`src/mtr_pkg.sv`:
```
// constants and types shared by the trigger router files
`default_nettype none
package mtr_pkg;
  // clock and timing
  localparam int CLK_PERIOD_NS   = 100;
  localparam int RATE_STEP_NS    = 200;
  localparam int RATE_STEP_CYC   = (RATE_STEP_NS + CLK_PERIOD_NS - 1) / CLK_PERIOD_NS;
  localparam int RATE_MAX_S      = 10000;
  localparam int RATE_W          = 36;
  localparam int EXT_LAT_PERIODS = 7;
  localparam int LOCK_MARKS      = 2;
  // master clock output figures in kHz
  localparam logic [16:0] PA_CLK_KHZ   = 17'h0C350;
  localparam logic [16:0] MANT_X4_LIM  = 17'h030D4;
  localparam logic [16:0] MANT_X2_LIM  = 17'h061A8;
  localparam logic [16:0] MANT_X1_LIM  = 17'h0C350;
  // register offsets
  localparam logic [7:0] OFS_CTRL    = 8'h00;
  localparam logic [7:0] OFS_RATE_LO = 8'h04;
  localparam logic [7:0] OFS_RATE_HI = 8'h08;
  localparam logic [7:0] OFS_MANT    = 8'h0C;
  localparam logic [7:0] OFS_CMD     = 8'h10;
  localparam logic [7:0] OFS_STATUS  = 8'h14;
  localparam logic [7:0] OFS_IRQ_ST  = 8'h18;
  localparam logic [7:0] OFS_IRQ_MSK = 8'h1C;
  // control register fields
  localparam int CTRL_W      = 25;
  localparam int F_TRIG_SRC  = 0;
  localparam int F_TO_START  = 3;
  localparam int F_TO_ADV    = 4;
  localparam int F_CLK_SRC   = 5;
  localparam int F_SYS_CH    = 7;
  localparam int F_CHAIN_EN  = 9;
  localparam int F_RING_EN   = 10;
  localparam int F_PHASE_ACC = 11;
  localparam int F_ADV_EVENT = 12;
  localparam int F_ADV_SYNC  = 13;
  localparam int F_BP_SRC    = 14;
  localparam int F_LOOP_ALL  = 17;
  localparam int F_LOOP_MSK  = 18;
  localparam int F_RATE_EN   = 22;
  localparam int F_SEG_LAST  = 23;
  localparam logic [CTRL_W-1:0] CTRL_RST = 25'h0800000;
  // command register bits
  localparam int CMD_SYS   = 0;
  localparam int CMD_CHAN  = 1;
  localparam int CMD_PHASE = 2;
  // trigger sources
  localparam logic [2:0] TS_SYS    = 3'h0;
  localparam logic [2:0] TS_PIN    = 3'h1;
  localparam logic [2:0] TS_RATE   = 3'h2;
  localparam logic [2:0] TS_CMD    = 3'h3;
  localparam logic [2:0] TS_MASTER = 3'h4;
  localparam logic [2:0] TS_PREV   = 3'h5;
  localparam int NUM_TS = 6;
  // backplane sources
  localparam logic [2:0] BP_TRACE = 3'h0;
  localparam logic [2:0] BP_BURST = 3'h1;
  localparam logic [2:0] BP_LOOP  = 3'h2;
  localparam logic [2:0] BP_COUNT = 3'h3;
  localparam logic [2:0] BP_WAVE  = 3'h4;
  localparam logic [2:0] BP_TRIG  = 3'h5;
  localparam int NUM_BP = 6;
  // sample clock sources
  localparam logic [1:0] CLK_OWN = 2'h0;
  localparam logic [1:0] CLK_EXT = 2'h1;
  localparam logic [1:0] CLK_SYS = 2'h2;
  // pin indices into the synchroniser
  localparam int PIN_SYS  = 0;
  localparam int PIN_MAN  = 1;
  localparam int PIN_CHAN = 2;
  localparam int PIN_MAST = 3;
  localparam int PIN_BP   = 4;
  localparam int PIN_EXT  = 5;
  localparam int NUM_PIN  = 6;
  // interrupt events
  localparam int EV_START = 0;
  localparam int EV_ADV   = 1;
  localparam int EV_BP    = 2;
  localparam int EV_LOCK  = 3;
  localparam int NUM_EV   = 4;
  typedef enum logic [1:0] {
    MTR_IDLE = 2'b01,
    MTR_RUN  = 2'b10
  } mtr_seq_t;
endpackage : mtr_pkg
`default_nettype wire

```
`src/mtr_sync.sv`:
```
// three-stage pin synchroniser with agreement filter and rising-edge pulse
`default_nettype none
module mtr_sync #(
  parameter int N = 6
) (
  // clock and reset
  input  wire logic         ref_clk,
  input  wire logic         rst_b,
  input  wire logic         ce,
  // raw pins
  input  wire logic [N-1:0] pin_in,
  // filtered level and one-cycle rise
  output logic      [N-1:0] level,
  output logic      [N-1:0] rise
);
  typedef struct packed {
    logic [N-1:0] s1;
    logic [N-1:0] s2;
    logic [N-1:0] s3;
    logic [N-1:0] filt;
    logic [N-1:0] rise;
  } mtr_sync_st_t;

  mtr_sync_st_t st_r;
  mtr_sync_st_t st_nxt;
  logic [N-1:0] agree;

  // s1 feeds s2 only; decisions look at s2 and s3
  assign agree = ~(st_r.s2 ^ st_r.s3);

  always_comb
  begin
    st_nxt = st_r;
    if (ce)
    begin
      st_nxt.s1   = pin_in;
      st_nxt.s2   = st_r.s1;
      st_nxt.s3   = st_r.s2;
      st_nxt.filt = (agree & st_r.s3) | (~agree & st_r.filt);
      st_nxt.rise = st_nxt.filt & ~st_r.filt;
    end
  end

  always_ff @(posedge ref_clk or negedge rst_b)
  begin
    if (!rst_b)
      st_r <= '0;
    else
      st_r <= st_nxt;
  end

  assign level = st_r.filt;
  assign rise  = st_r.rise;
endmodule : mtr_sync
`default_nettype wire

```
`src/mtr_channel.sv`:
```
// one channel of the multichannel trigger router
// Function
// - trigger picked from system, pin, rate gen, command, master or previous channel
// - rate generator period 200 ns to 10,000 s in 200 ns steps
// - master trigger comes from channel 1 rate generator, usable everywhere
// - chain out: count complete, loop complete any/all, waveform complete
// - start trigger begins gated/triggered output and launches the sequence
// - advance trigger moves the sequence to the next segment
// - external clock: start latency seven sample periods plus under 100 ns (code adds four to five 100 ns ref_clk cycles after the seventh edge)
// - take trigger from previous channel, drive own source to next
// - last channel may drive its source back to the first
// - each channel configured on its own
// - chain sources include trace end, burst complete, loop complete
// - phase lock regained one full waveform cycle after phase change
// - sample clock from own generator, external input or system clock
// - phase accumulate mode fixes clock output at 50 MHz
// - raster mode clock output 25 to 50 MHz following mantissa (code leaves mantissas below 6250 or above 100001 kHz outside the band)
// - event advance latched on rising edge, level advance unlatched
// - synchronous advance waits segment end, asynchronous goes at once
//
// The strobed register port and the address map are this design's own decisions.
`default_nettype none
module mtr_channel (
  // clock, reset, enable
  input  wire logic        ref_clk,
  input  wire logic        rst_b,
  input  wire logic        ce,
  // register port
  input  wire logic [7:0]  addr,
  input  wire logic [31:0] wr_data,
  input  wire logic        wr_en,
  input  wire logic        rd_en,
  output logic      [31:0] rd_data,
  // trigger pins
  input  wire logic        sys_trig_pin,
  input  wire logic        manual_key,
  input  wire logic        chan_trig_pin,
  input  wire logic        master_trig_in,
  input  wire logic        bp_trig_in,
  input  wire logic        ext_clk_in,
  // waveform engine events
  input  wire logic        trace_end,
  input  wire logic        burst_done,
  input  wire logic        count_done,
  input  wire logic        wave_done,
  input  wire logic [3:0]  seg_loop_done,
  input  wire logic        seg_end,
  // trigger results
  output logic             start_trig,
  output logic             adv_trig,
  output logic      [1:0]  seg_idx,
  output logic             gate_run,
  output logic             bp_trig_out,
  output logic             ring_trig_out,
  output logic             rate_trig,
  // clocking
  output logic             phase_lock,
  output logic      [1:0]  clk_src_sel,
  output logic      [1:0]  sys_clk_ch,
  output logic      [16:0] clk_out_khz,
  // interrupt
  output logic             irq
);
  typedef struct packed {
    logic [mtr_pkg::CTRL_W-1:0] ctrl;
    logic [mtr_pkg::RATE_W-1:0] rate;
    logic [16:0]                mant;
    logic [mtr_pkg::NUM_EV-1:0] msk;
    logic [mtr_pkg::NUM_EV-1:0] ist;
    logic [1:0]                 pre;
    logic [mtr_pkg::RATE_W-1:0] step;
    mtr_pkg::mtr_seq_t          seq;
    logic [1:0]                 seg;
    logic                       adv_lat;
    logic [3:0]                 loop_seen;
    logic                       lat_pend;
    logic [2:0]                 lat_cnt;
    logic                       lock;
    logic [1:0]                 lock_cnt;
    logic                       start;
    logic                       adv;
    logic                       gate;
    logic                       bp_out;
    logic                       ring_out;
    logic                       rate_p;
    logic [16:0]                clk_khz;
    logic [31:0]                rd;
    logic                       irq;
  } mtr_ch_st_t;

  mtr_ch_st_t st_r;
  mtr_ch_st_t st_nxt;

  logic [mtr_pkg::NUM_PIN-1:0] pin_lvl;
  logic [mtr_pkg::NUM_PIN-1:0] pin_rise;

  mtr_sync #(
    .N (mtr_pkg::NUM_PIN)
  ) u_sync (
    .ref_clk (ref_clk),
    .rst_b   (rst_b),
    .ce      (ce),
    .pin_in  ({ext_clk_in, bp_trig_in, master_trig_in,
               chan_trig_pin, manual_key, sys_trig_pin}),
    .level   (pin_lvl),
    .rise    (pin_rise)
  );

  // control fields
  logic [2:0]  trig_src;
  logic [2:0]  bp_src;
  logic [1:0]  clk_src;
  logic [1:0]  seg_last;
  logic [3:0]  loop_msk;
  logic        to_start;
  logic        to_adv;
  logic        chain_en;
  logic        ring_en;
  logic        phase_acc_mode;
  logic        adv_event;
  logic        adv_sync;
  logic        loop_all;
  logic        rate_en;

  assign trig_src       = st_r.ctrl[mtr_pkg::F_TRIG_SRC +: 3];
  assign to_start       = st_r.ctrl[mtr_pkg::F_TO_START];
  assign to_adv         = st_r.ctrl[mtr_pkg::F_TO_ADV];
  assign clk_src        = st_r.ctrl[mtr_pkg::F_CLK_SRC +: 2];
  assign chain_en       = st_r.ctrl[mtr_pkg::F_CHAIN_EN];
  assign ring_en        = st_r.ctrl[mtr_pkg::F_RING_EN];
  assign phase_acc_mode = st_r.ctrl[mtr_pkg::F_PHASE_ACC];
  assign adv_event      = st_r.ctrl[mtr_pkg::F_ADV_EVENT];
  assign adv_sync       = st_r.ctrl[mtr_pkg::F_ADV_SYNC];
  assign bp_src         = st_r.ctrl[mtr_pkg::F_BP_SRC +: 3];
  assign loop_all       = st_r.ctrl[mtr_pkg::F_LOOP_ALL];
  assign loop_msk       = st_r.ctrl[mtr_pkg::F_LOOP_MSK +: 4];
  assign rate_en        = st_r.ctrl[mtr_pkg::F_RATE_EN];
  assign seg_last       = st_r.ctrl[mtr_pkg::F_SEG_LAST +: 2];

  // register strobes
  logic wr_ctrl;
  logic wr_cmd;
  logic cmd_sys;
  logic cmd_chan;
  logic cmd_phase;

  assign wr_ctrl   = wr_en && (addr == mtr_pkg::OFS_CTRL);
  assign wr_cmd    = wr_en && (addr == mtr_pkg::OFS_CMD);
  assign cmd_sys   = wr_cmd && wr_data[mtr_pkg::CMD_SYS];
  assign cmd_chan  = wr_cmd && wr_data[mtr_pkg::CMD_CHAN];
  assign cmd_phase = wr_cmd && wr_data[mtr_pkg::CMD_PHASE];

  // trigger source selection, pulse and level views
  logic [mtr_pkg::NUM_TS-1:0] ts_pulse;
  logic [mtr_pkg::NUM_TS-1:0] ts_level;
  logic                       trig_p;
  logic                       trig_l;

  assign ts_pulse = {pin_rise[mtr_pkg::PIN_BP], pin_rise[mtr_pkg::PIN_MAST], cmd_chan,
                     st_r.rate_p, pin_rise[mtr_pkg::PIN_CHAN],
                     pin_rise[mtr_pkg::PIN_SYS] | pin_rise[mtr_pkg::PIN_MAN] | cmd_sys};
  assign ts_level = {pin_lvl[mtr_pkg::PIN_BP], pin_lvl[mtr_pkg::PIN_MAST], cmd_chan,
                     st_r.rate_p, pin_lvl[mtr_pkg::PIN_CHAN],
                     pin_lvl[mtr_pkg::PIN_SYS] | pin_lvl[mtr_pkg::PIN_MAN] | cmd_sys};
  // previous channel and master only arrive through the synchroniser
  assign trig_p = (trig_src < 3'(mtr_pkg::NUM_TS)) ? ts_pulse[trig_src] : 1'b0;
  assign trig_l = (trig_src < 3'(mtr_pkg::NUM_TS)) ? ts_level[trig_src] : 1'b0;

  // loop complete from any or all selected segments
  logic [3:0] loop_hit;
  logic [3:0] loop_acc;
  logic       loop_ev;

  assign loop_hit = seg_loop_done & loop_msk;
  assign loop_acc = st_r.loop_seen | loop_hit;
  assign loop_ev  = loop_all ? ((|loop_hit) && (loop_msk != 4'h0) && (loop_acc == loop_msk))
                             : (|loop_hit);

  // backplane source selection
  logic [mtr_pkg::NUM_BP-1:0] bp_vec;
  logic                       bp_p;

  assign bp_vec = {trig_p, wave_done, count_done, loop_ev, burst_done, trace_end};
  assign bp_p   = (bp_src < 3'(mtr_pkg::NUM_BP)) ? bp_vec[bp_src] : 1'b0;

  // rate generator period in steps; zero acts as one step
  logic [mtr_pkg::RATE_W-1:0] period_m1;

  assign period_m1 = (st_r.rate == '0) ? '0 : st_r.rate - mtr_pkg::RATE_W'(1);

  // raster mantissa folded into the 25 to 50 MHz band for mantissas 6250 to 100001 kHz
  logic [16:0] raster_khz;

  assign raster_khz = (st_r.mant < mtr_pkg::MANT_X4_LIM) ? {st_r.mant[14:0], 2'b00} :
                      (st_r.mant < mtr_pkg::MANT_X2_LIM) ? {st_r.mant[15:0], 1'b0}  :
                      (st_r.mant < mtr_pkg::MANT_X1_LIM) ? st_r.mant :
                                                           {1'b0, st_r.mant[16:1]};

  // start and advance requests
  logic raw_start;
  logic raw_adv;
  logic ext_tick;

  assign raw_start = trig_p && to_start;
  assign raw_adv   = trig_p && to_adv;
  assign ext_tick  = pin_rise[mtr_pkg::PIN_EXT];

  logic [mtr_pkg::NUM_EV-1:0] ev;
  logic [31:0]                rd_mux;

  always_comb
  begin
    st_nxt = st_r;
    ev     = '0;
    rd_mux = 32'h00000000;
    if (ce)
    begin
      st_nxt.start    = 1'b0;
      st_nxt.adv      = 1'b0;
      st_nxt.rate_p   = 1'b0;
      st_nxt.bp_out   = 1'b0;
      st_nxt.ring_out = 1'b0;

      // register writes, each channel holds its own copy
      if (wr_ctrl)
        st_nxt.ctrl = wr_data[mtr_pkg::CTRL_W-1:0];
      if (wr_en && (addr == mtr_pkg::OFS_RATE_LO))
        st_nxt.rate[31:0] = wr_data;
      if (wr_en && (addr == mtr_pkg::OFS_RATE_HI))
        st_nxt.rate[mtr_pkg::RATE_W-1:32] = wr_data[mtr_pkg::RATE_W-33:0];
      if (wr_en && (addr == mtr_pkg::OFS_MANT))
        st_nxt.mant = wr_data[16:0];
      if (wr_en && (addr == mtr_pkg::OFS_IRQ_MSK))
        st_nxt.msk = wr_data[mtr_pkg::NUM_EV-1:0];

      // rate generator: prescaler to 200 ns, then step count
      if (rate_en)
      begin
        if (st_r.pre == 2'(mtr_pkg::RATE_STEP_CYC - 1))
        begin
          st_nxt.pre = 2'h0;
          if (st_r.step >= period_m1)
          begin
            st_nxt.step   = '0;
            st_nxt.rate_p = 1'b1;
          end
          else
            st_nxt.step = st_r.step + mtr_pkg::RATE_W'(1);
        end
        else
          st_nxt.pre = st_r.pre + 2'h1;
      end
      else
      begin
        st_nxt.pre  = 2'h0;
        st_nxt.step = '0;
      end

      // external clock: count sample clock edges before starting
      if (raw_start && (clk_src == mtr_pkg::CLK_EXT))
      begin
        st_nxt.lat_pend = 1'b1;
        st_nxt.lat_cnt  = 3'h0;
      end
      else if (st_r.lat_pend && ext_tick)
      begin
        if (st_r.lat_cnt == 3'(mtr_pkg::EXT_LAT_PERIODS - 1))
        begin
          st_nxt.lat_pend = 1'b0;
          st_nxt.start    = 1'b1;
        end
        else
          st_nxt.lat_cnt = st_r.lat_cnt + 3'h1;
      end
      if (raw_start && (clk_src != mtr_pkg::CLK_EXT))
        st_nxt.start = 1'b1;

      // advance qualification, the idle clear and a taken advance override a new event
      if (raw_adv && adv_event)
        st_nxt.adv_lat = 1'b1;

      case (st_r.seq)
        mtr_pkg::MTR_IDLE:
        begin
          st_nxt.adv_lat = 1'b0;
        end
        mtr_pkg::MTR_RUN:
        begin
          if ((adv_event ? (st_r.adv_lat || raw_adv) : (to_adv && trig_l)) &&
              (!adv_sync || seg_end))
          begin
            st_nxt.adv     = 1'b1;
            st_nxt.adv_lat = 1'b0;
            st_nxt.seg     = (st_r.seg >= seg_last) ? 2'h0 : st_r.seg + 2'h1;
          end
        end
        default:
        begin
          st_nxt.seq = mtr_pkg::MTR_IDLE;
        end
      endcase

      // start wins over a pending advance
      if (st_nxt.start)
      begin
        st_nxt.seq     = mtr_pkg::MTR_RUN;
        st_nxt.seg     = 2'h0;
        st_nxt.adv     = 1'b0;
        st_nxt.adv_lat = 1'b0;
        st_nxt.gate    = 1'b1;
      end
      else if (count_done)
      begin
        st_nxt.gate = 1'b0;
        st_nxt.seq  = mtr_pkg::MTR_IDLE;
      end

      // loop-all tracking restarts once the set is complete
      if (loop_all && loop_ev)
        st_nxt.loop_seen = 4'h0;
      else
        st_nxt.loop_seen = loop_acc;

      // backplane and ring drive only inside the chain
      st_nxt.bp_out   = chain_en && bp_p;
      st_nxt.ring_out = chain_en && ring_en && bp_p;

      // phase lock needs a whole waveform cycle after a change
      if (cmd_phase)
      begin
        st_nxt.lock     = 1'b0;
        st_nxt.lock_cnt = 2'h0;
      end
      else if (!st_r.lock && wave_done)
      begin
        if (st_r.lock_cnt == 2'(mtr_pkg::LOCK_MARKS - 1))
        begin
          st_nxt.lock = 1'b1;
          ev[mtr_pkg::EV_LOCK] = 1'b1;
        end
        else
          st_nxt.lock_cnt = st_r.lock_cnt + 2'h1;
      end

      // master clock output figure
      st_nxt.clk_khz = phase_acc_mode ? mtr_pkg::PA_CLK_KHZ : raster_khz;

      // sticky events, a new event beats the write-one clear
      ev[mtr_pkg::EV_START] = st_nxt.start;
      ev[mtr_pkg::EV_ADV]   = st_nxt.adv;
      ev[mtr_pkg::EV_BP]    = st_nxt.bp_out;
      if (wr_en && (addr == mtr_pkg::OFS_IRQ_ST))
        st_nxt.ist = st_r.ist & ~wr_data[mtr_pkg::NUM_EV-1:0];
      st_nxt.ist = st_nxt.ist | ev;
      st_nxt.irq = |(st_nxt.ist & st_nxt.msk);

      // read data valid for the single cycle after the strobe
      case (addr)
        mtr_pkg::OFS_CTRL:    rd_mux = {7'h00, st_r.ctrl};
        mtr_pkg::OFS_RATE_LO: rd_mux = st_r.rate[31:0];
        mtr_pkg::OFS_RATE_HI: rd_mux = {28'h0000000, st_r.rate[mtr_pkg::RATE_W-1:32]};
        mtr_pkg::OFS_MANT:    rd_mux = {15'h0000, st_r.mant};
        mtr_pkg::OFS_STATUS:  rd_mux = {26'h0000000, st_r.lat_pend, st_r.gate,
                                        st_r.lock, st_r.seq == mtr_pkg::MTR_RUN, st_r.seg};
        mtr_pkg::OFS_IRQ_ST:  rd_mux = {28'h0000000, st_r.ist};
        mtr_pkg::OFS_IRQ_MSK: rd_mux = {28'h0000000, st_r.msk};
        default:              rd_mux = 32'h00000000;
      endcase
      st_nxt.rd = rd_en ? rd_mux : 32'h00000000;
    end
  end

  // lock starts set so a lone channel reads as locked
  always_ff @(posedge ref_clk or negedge rst_b)
  begin
    if (!rst_b)
    begin
      st_r         <= '0;
      st_r.ctrl    <= mtr_pkg::CTRL_RST;
      st_r.seq     <= mtr_pkg::MTR_IDLE;
      st_r.lock    <= 1'b1;
      st_r.clk_khz <= mtr_pkg::PA_CLK_KHZ;
    end
    else
      st_r <= st_nxt;
  end

  // outputs straight from the state flops
  assign rd_data       = st_r.rd;
  assign start_trig    = st_r.start;
  assign adv_trig      = st_r.adv;
  assign seg_idx       = st_r.seg;
  assign gate_run      = st_r.gate;
  assign bp_trig_out   = st_r.bp_out;
  assign ring_trig_out = st_r.ring_out;
  assign rate_trig     = st_r.rate_p;
  assign phase_lock    = st_r.lock;
  assign clk_src_sel   = st_r.ctrl[mtr_pkg::F_CLK_SRC +: 2];
  assign sys_clk_ch    = st_r.ctrl[mtr_pkg::F_SYS_CH +: 2];
  assign clk_out_khz   = st_r.clk_khz;
  assign irq           = st_r.irq;
endmodule : mtr_channel
`default_nettype wire

```
`config.mk`:
```
export PLATFORM = sky130hd
export DESIGN_NAME = mtr_channel
export DESIGN_NICKNAME = d
export VERILOG_FILES = /design/src/mtr_pkg.sv /design/src/mtr_sync.sv /design/src/mtr_channel.sv
export SDC_FILE = /design/constraint.sdc
export NUM_CORES = 1
export LEC_CHECK = 0
export ABC_AREA = 0
export BUFFER_PORTS_ARGS = -buffer_cell sky130_fd_sc_hd__buf_2
export CAP_MARGIN = 20
export CORE_ASPECT_RATIO = 0.6
export CORE_MARGIN = 8
export CORE_UTILIZATION = 40
export CTS_CLUSTER_SIZE = 14
export DETAILED_ROUTE_END_ITERATION = 7
export HOLD_SLACK_MARGIN = 0.05
export PLACE_DENSITY = 0.68
export SKIP_CTS_REPAIR_TIMING = 1
export SLEW_MARGIN = 10
export SYNTH_ARGS = -nofsm -noshare
export SYNTH_HDL_FRONTEND = slang
export SYNTH_HIERARCHICAL = 1
export SYNTH_SLANG_ARGS = --single-unit
```
`constraint.sdc`:
```
create_clock -name ref_clk -period 6.9 [get_ports ref_clk]
set_clock_uncertainty 0.05 [all_clocks]
set_input_delay 1.035 -clock ref_clk [delete_from_list [all_inputs] [get_ports ref_clk]]
set_output_delay 1.035 -clock ref_clk [all_outputs]
set_load 0.005 [all_outputs]
```
# Word-level counts from Yosys, hierarchy flattened
# Cells that the tools add are included.
[totals]
regBits = 226
output_inout_bits = 63
in_bits = 60
wordCells = 198
[op_classes]
n_eq_ne = 19
mux = 62
n_addsub = 6
reduce_logical = 54
magnitude_cmp = 9
bitwise = 18
[op_table]
columns = ["op", "n"]
rows = [
  ["$pmux 32 s7", 1],
  ["$mux 36", 3],
  ["$mux 17", 4],
  ["$mux 38", 1],
  ["$add 36x1->36 const B", 1],
  ["$ge 36x36->1", 1],
  ["$logic_not 36->1", 1],
  ["$sub 36x1->36 const B", 1],
  ["$eq 8x5->1 const B", 4],
  ["$mux 32", 1],
  ["$mux 1", 29],
  ["$mux 4", 7],
  ["$logic_and 1x1->1", 25],
  ["$and 6x6->6", 3],
  ["$not 6->6", 3],
  ["$lt 17x14->1 const B", 1],
  ["$lt 17x15->1 const B", 1],
  ["$lt 17x16->1 const B", 1],
  ["$eq 8x4->1 const B", 2],
  ["$mux 3", 5],
  ["$reduce_and 3->1", 5],
  ["$mux 2", 7],
  ["$reduce_and 2->1", 7],
  ["$reduce_bool 2->1", 7],
  ["other kinds (27)", 47],
]

# Depth between registers and ports, before layout
[logic_depth]
word_depth = 18
depth_mapped = 21

# Modules after synthesis
# Netlist, hierarchy kept.
[by_module_without_submodules]
columns = ["mod", "cells_per_inst", "seq_area_each_um2", "area_per_inst_um2", "n_inst"]
rows = [
  ["mtr_channel", 1296, 4916.0, 12182.9, 1],
  ["mtr_sync", 107, 750.7, 1323.8, 1],
]

# Least setup slack after synthesis
# OpenSTA, ideal clock, no wires.
[synth_timing]
kind = "register -> register"
from = "register st_r[135] (netlist bit)"
to = "register st_r[77] (netlist bit)"
t_required_ns = 6.771
arrival_time_ns = 4.416
path_stages_with_launch = 22
path_slack_ns = 2.355
setup_ns = 0.079
cell_sequence = "dfrtp_1 inv_1 ha_1 or4b_4 or4_4 buf_6 nor2_8 nand2_4 nor2_1 nand2_1 buf_2 nand2_1 ha_1 a211oi_1 nor2_1 a2111oi_0 nand3_1 o32ai_1 clkbuf_1 clkbuf_1 a31oi_1 mux2i_1"
[synth_between]
elab_chain_len = 6
word_cells_on_any_way = 7
classes_between = "add/sub: 1; order compare: 1; mux: 4; reduce/logical: 1"
[synth_rtl]
columns = ["element", "line_no", "text"]
rows = [
  ["start, declared", "mtr_channel.sv:91", "mtr_ch_st_t st_r;"],
  ["start signal, assigned", "mtr_channel.sv:385", "st_r <= st_nxt;"],
  ["$sub 36x1->36 or $logic_not 36->1 (tied branches)", "mtr_channel.sv:189", "assign period_m1 = (st_r.rate == '0) ? '0 : st_r.rate - mtr_pkg::RATE_W'(1);"],
  ["$mux 36 (*)", "mtr_channel.sv:189", ""],
  ["$ge 36x36->1 (*)", "mtr_channel.sv:242", "if (st_r.step >= period_m1)"],
  ["$mux 36 (*)", "mtr_channel.sv:242", ""],
  ["$mux 36 (*)", "mtr_channel.sv:239", "if (st_r.pre == 2'(mtr_pkg::RATE_STEP_CYC - 1))"],
  ["$mux 38 (*)", "mtr_channel.sv:237", "if (rate_en)"],
]
# Mark *: on every way between the ends. The rest lies on a longest branch, timed or not. The select of a mux whose other input is x is not followed.
# A chain may end at the register's enable or synchronous reset.

# Worst setup path after layout
[layout_timing]
from = "register st_r[135] (netlist bit)"
to = "register st_r[91] (netlist bit)"
# Same word-level chain as after synthesis.

==> results.py <==
metrics = {
    "worst_setup_path": {
        "worst_r2r_startpoint": "st_r[135]",
        "cp_slowest_stage_delay_ps": 810,
        "r2r-end": "st_r[91]",
        "r2r_cells": 17,
        "critPathRequiredTime_ps": 7290,
        "critical-path-slowest-cell": "o32ai_4",
        "rrSetupSlack_ps": 980,
        "crit_fanout": 32,
        "arrival_ps": 6310,
        "cp-end-kind": "flip-flop",
        "start_kind": "flip-flop",
        "crit_chain": "inv_1, ha_1, or4b_4, or4_4, nor2_8, nand2_4, nor2_1, nand2_1, nand2_1, ha_1, a211oi_1, nor2_1, a2111oi_0, nand3_1, o32ai_4, nand2_1, o211ai_1",
        "crit_type": "flip-flop to flip-flop",
        "critPathMostFrequentCell": "nand2_1",
    },
    "grt": {
        "antenna_found_initial": 2,
        "grt_pass1_vias": 10479,
        "grt_first_pass_wirelength_mm": 60.6,
        "grt_overflow": 0,
        "grt_max_degree": 154,
        "grt_use_total": 0.189,
    },
    "power": {
        "finalPower_mw": 3.12,
        "p_comb_frac": 0.117,
        "p_seq_frac": 0.476,
        "switching_power_mw": 0.837,
        "switching_share": 0.268,
        "internal-power_mw": 2.28,
        "p_clk_frac": 0.408,
        "leakagePower_nw": 6.69,
        "p_per_area_nw_per_um2": 212,
        "irDropWorstVdd_uv": 164,
    },
    "timing": {
        "timing.setup.tns_ps": 0,
        "report.final.setup_viol": 0,
        "fmax_mhz": 169,
        "fin_ws_ps": 979,
        "relSlewSlack": 0.285,
        "finalHoldViolations": 0,
        "period_minus_slack_ps": 5920,
        "drv_slew": 0,
        "rsz0062_at_grt": "false",
        "tightest_slew_ps": 1070,
        "hold_ws_ps": 422,
        "finalCritPeriodShare": 0.858,
    },
    "clocking": {
        "clk_path_buf_depth": 3,
        "cts_inserted_buffers": 23,
        "cts_sinks": 226,
        "clock-root-buffer": "clkbuf_16",
        "cts-htree-levels": 1,
        "cts_tree": "done",
        "clock_latency_ps": 530,
        "clk_pin_slew_worst_paths_ps": 60,
    },
    "final_layout": {
        "drive_above_1_share": 0.218,
        "final_common_cell": "dfrtp_1",
        "syn_to_final_growth_pct": 9.07,
        "final_cell_mix": "dfrtp_1 (217), nand2_1 (135), buf_2 (120), mux2_2 (101), o21ai_0 (74)",
        "fin_nets": 1512,
    },
    "route": {
        "dr.pass1.iters": 8,
        "drtIter0Drc": 1089,
        "drc": 0,
        "vias_per_cell": 5.78,
        "drt-wirelength-per-cell_um": 20.1,
        "wl_mm": 38.0,
        "dr_total_vias": 10913,
        "ant_nets": 0,
    },
    "die": {
        "num_rows": 52,
        "core-area_um2": 33400,
        "die_area_um2": 40100,
        "start_util": 0.404,
        "die_w_um": 253,
        "die_h_um": 158,
        "ios": 123,
    },
    "yosys": {
        "mappedNetlistArea_um2": 13500,
        "synth_nets": 1506,
        "syn_inst": 1402,
        "post_synth.cell_area_avg_um2": 9.63,
        "ys_warn_count": 6,
    },
    "outcome": {
        "run_status": "complete, no violations",
    },
    "placement": {
        "place_congestion": 0.896,
        "dp_slack_ps": 1050,
        "portBuffers": 122,
        "hpwl_mm": 27.8,
    },
    "flow_run": {
        "maxCapViolations": 0,
    },
    "min_path": {
        "hp-class": "input port to async pin",
    },
}
==> state kept, by name, summed over array words and instances, names as in the netlist, 2 cells and up <==
signal        flops
st_r            117
rd_data          32
u_sync/st_r      18
clk_out_khz      17
u_sync/level      6
u_sync/rise       6
loop_msk          4
bp_src            3
clk_src_sel       2
seg_idx           2
seg_last          2
sys_clk_ch        2
==> final cells by class <==
cell class | instances | area [um2]
flip-flops and latches | 226 | 5670
diodes | 3 | 7.51
multi-input cells | 967 | 6780
clock inverters | 8 | 109
well taps | 459 | 574
inverters | 58 | 218
repair buffers | 132 | 723
clock buffers | 34 | 647
fillers | 3256 | 18700
==> layer usage <==
| layer | routed length [um] | share of wire | GRT usage |
|---|---|---|---|
| met3 | 3240 | 0.085 | 0.0510 |
| met1 | 18500 | 0.49 | 0.282 |
| met2 | 15500 | 0.41 | 0.271 |
| met4 | 674 | 0.018 | 0.0355 |
| met5 | 0 | 0 | 0 |
==> worst max-delay path: cells and delay by family (launching register included) <==
kind                       cells  cell delay, ps
AOI/OAI and AO/OA              4            1900
DFF                            1             390
adders and majority gates      2             470
and+or+nand+nor               10            2930
buffers and inverters          1             100
==> per-stage QoR <==
stage	std cells	utilization	cell area (um2)
finish	1887	0.440	14700
global route	1885	0.440	14700
CTS	1884	0.440	14700
detailed placement	1842	0.417	14000
global placement	1841	0.417	14000
floorplan	1402	-	13500
==> how the worst max path moves through the flow <==
stage                   start        end  slack (ps)  depth (start not counted)
floorplan           st_r[135]   st_r[77]        2350                         21
CTS                 st_r[135]   st_r[97]        1020                         17
global route        st_r[136]   st_r[88]         400                         17
finish              st_r[135]   st_r[91]         980                         17
global placement    st_r[135]   st_r[88]        1420                         17
detailed placement  st_r[135]  st_r[100]        1050                         17
==> power by group through the flow <==
stage / logic (mW) / clock network (mW) / registers (mW)
after floorplan: 0.271 / 0 / 1.48
after global placement: 0.349 / 0 / 1.50
after detailed placement: 0.362 / 0 / 1.50
after CTS: 0.364 / 1.30 / 1.48
after global routing: 0.407 / 1.36 / 1.49
final: 0.363 / 1.27 / 1.48
(Power assumes the default switching activity.)
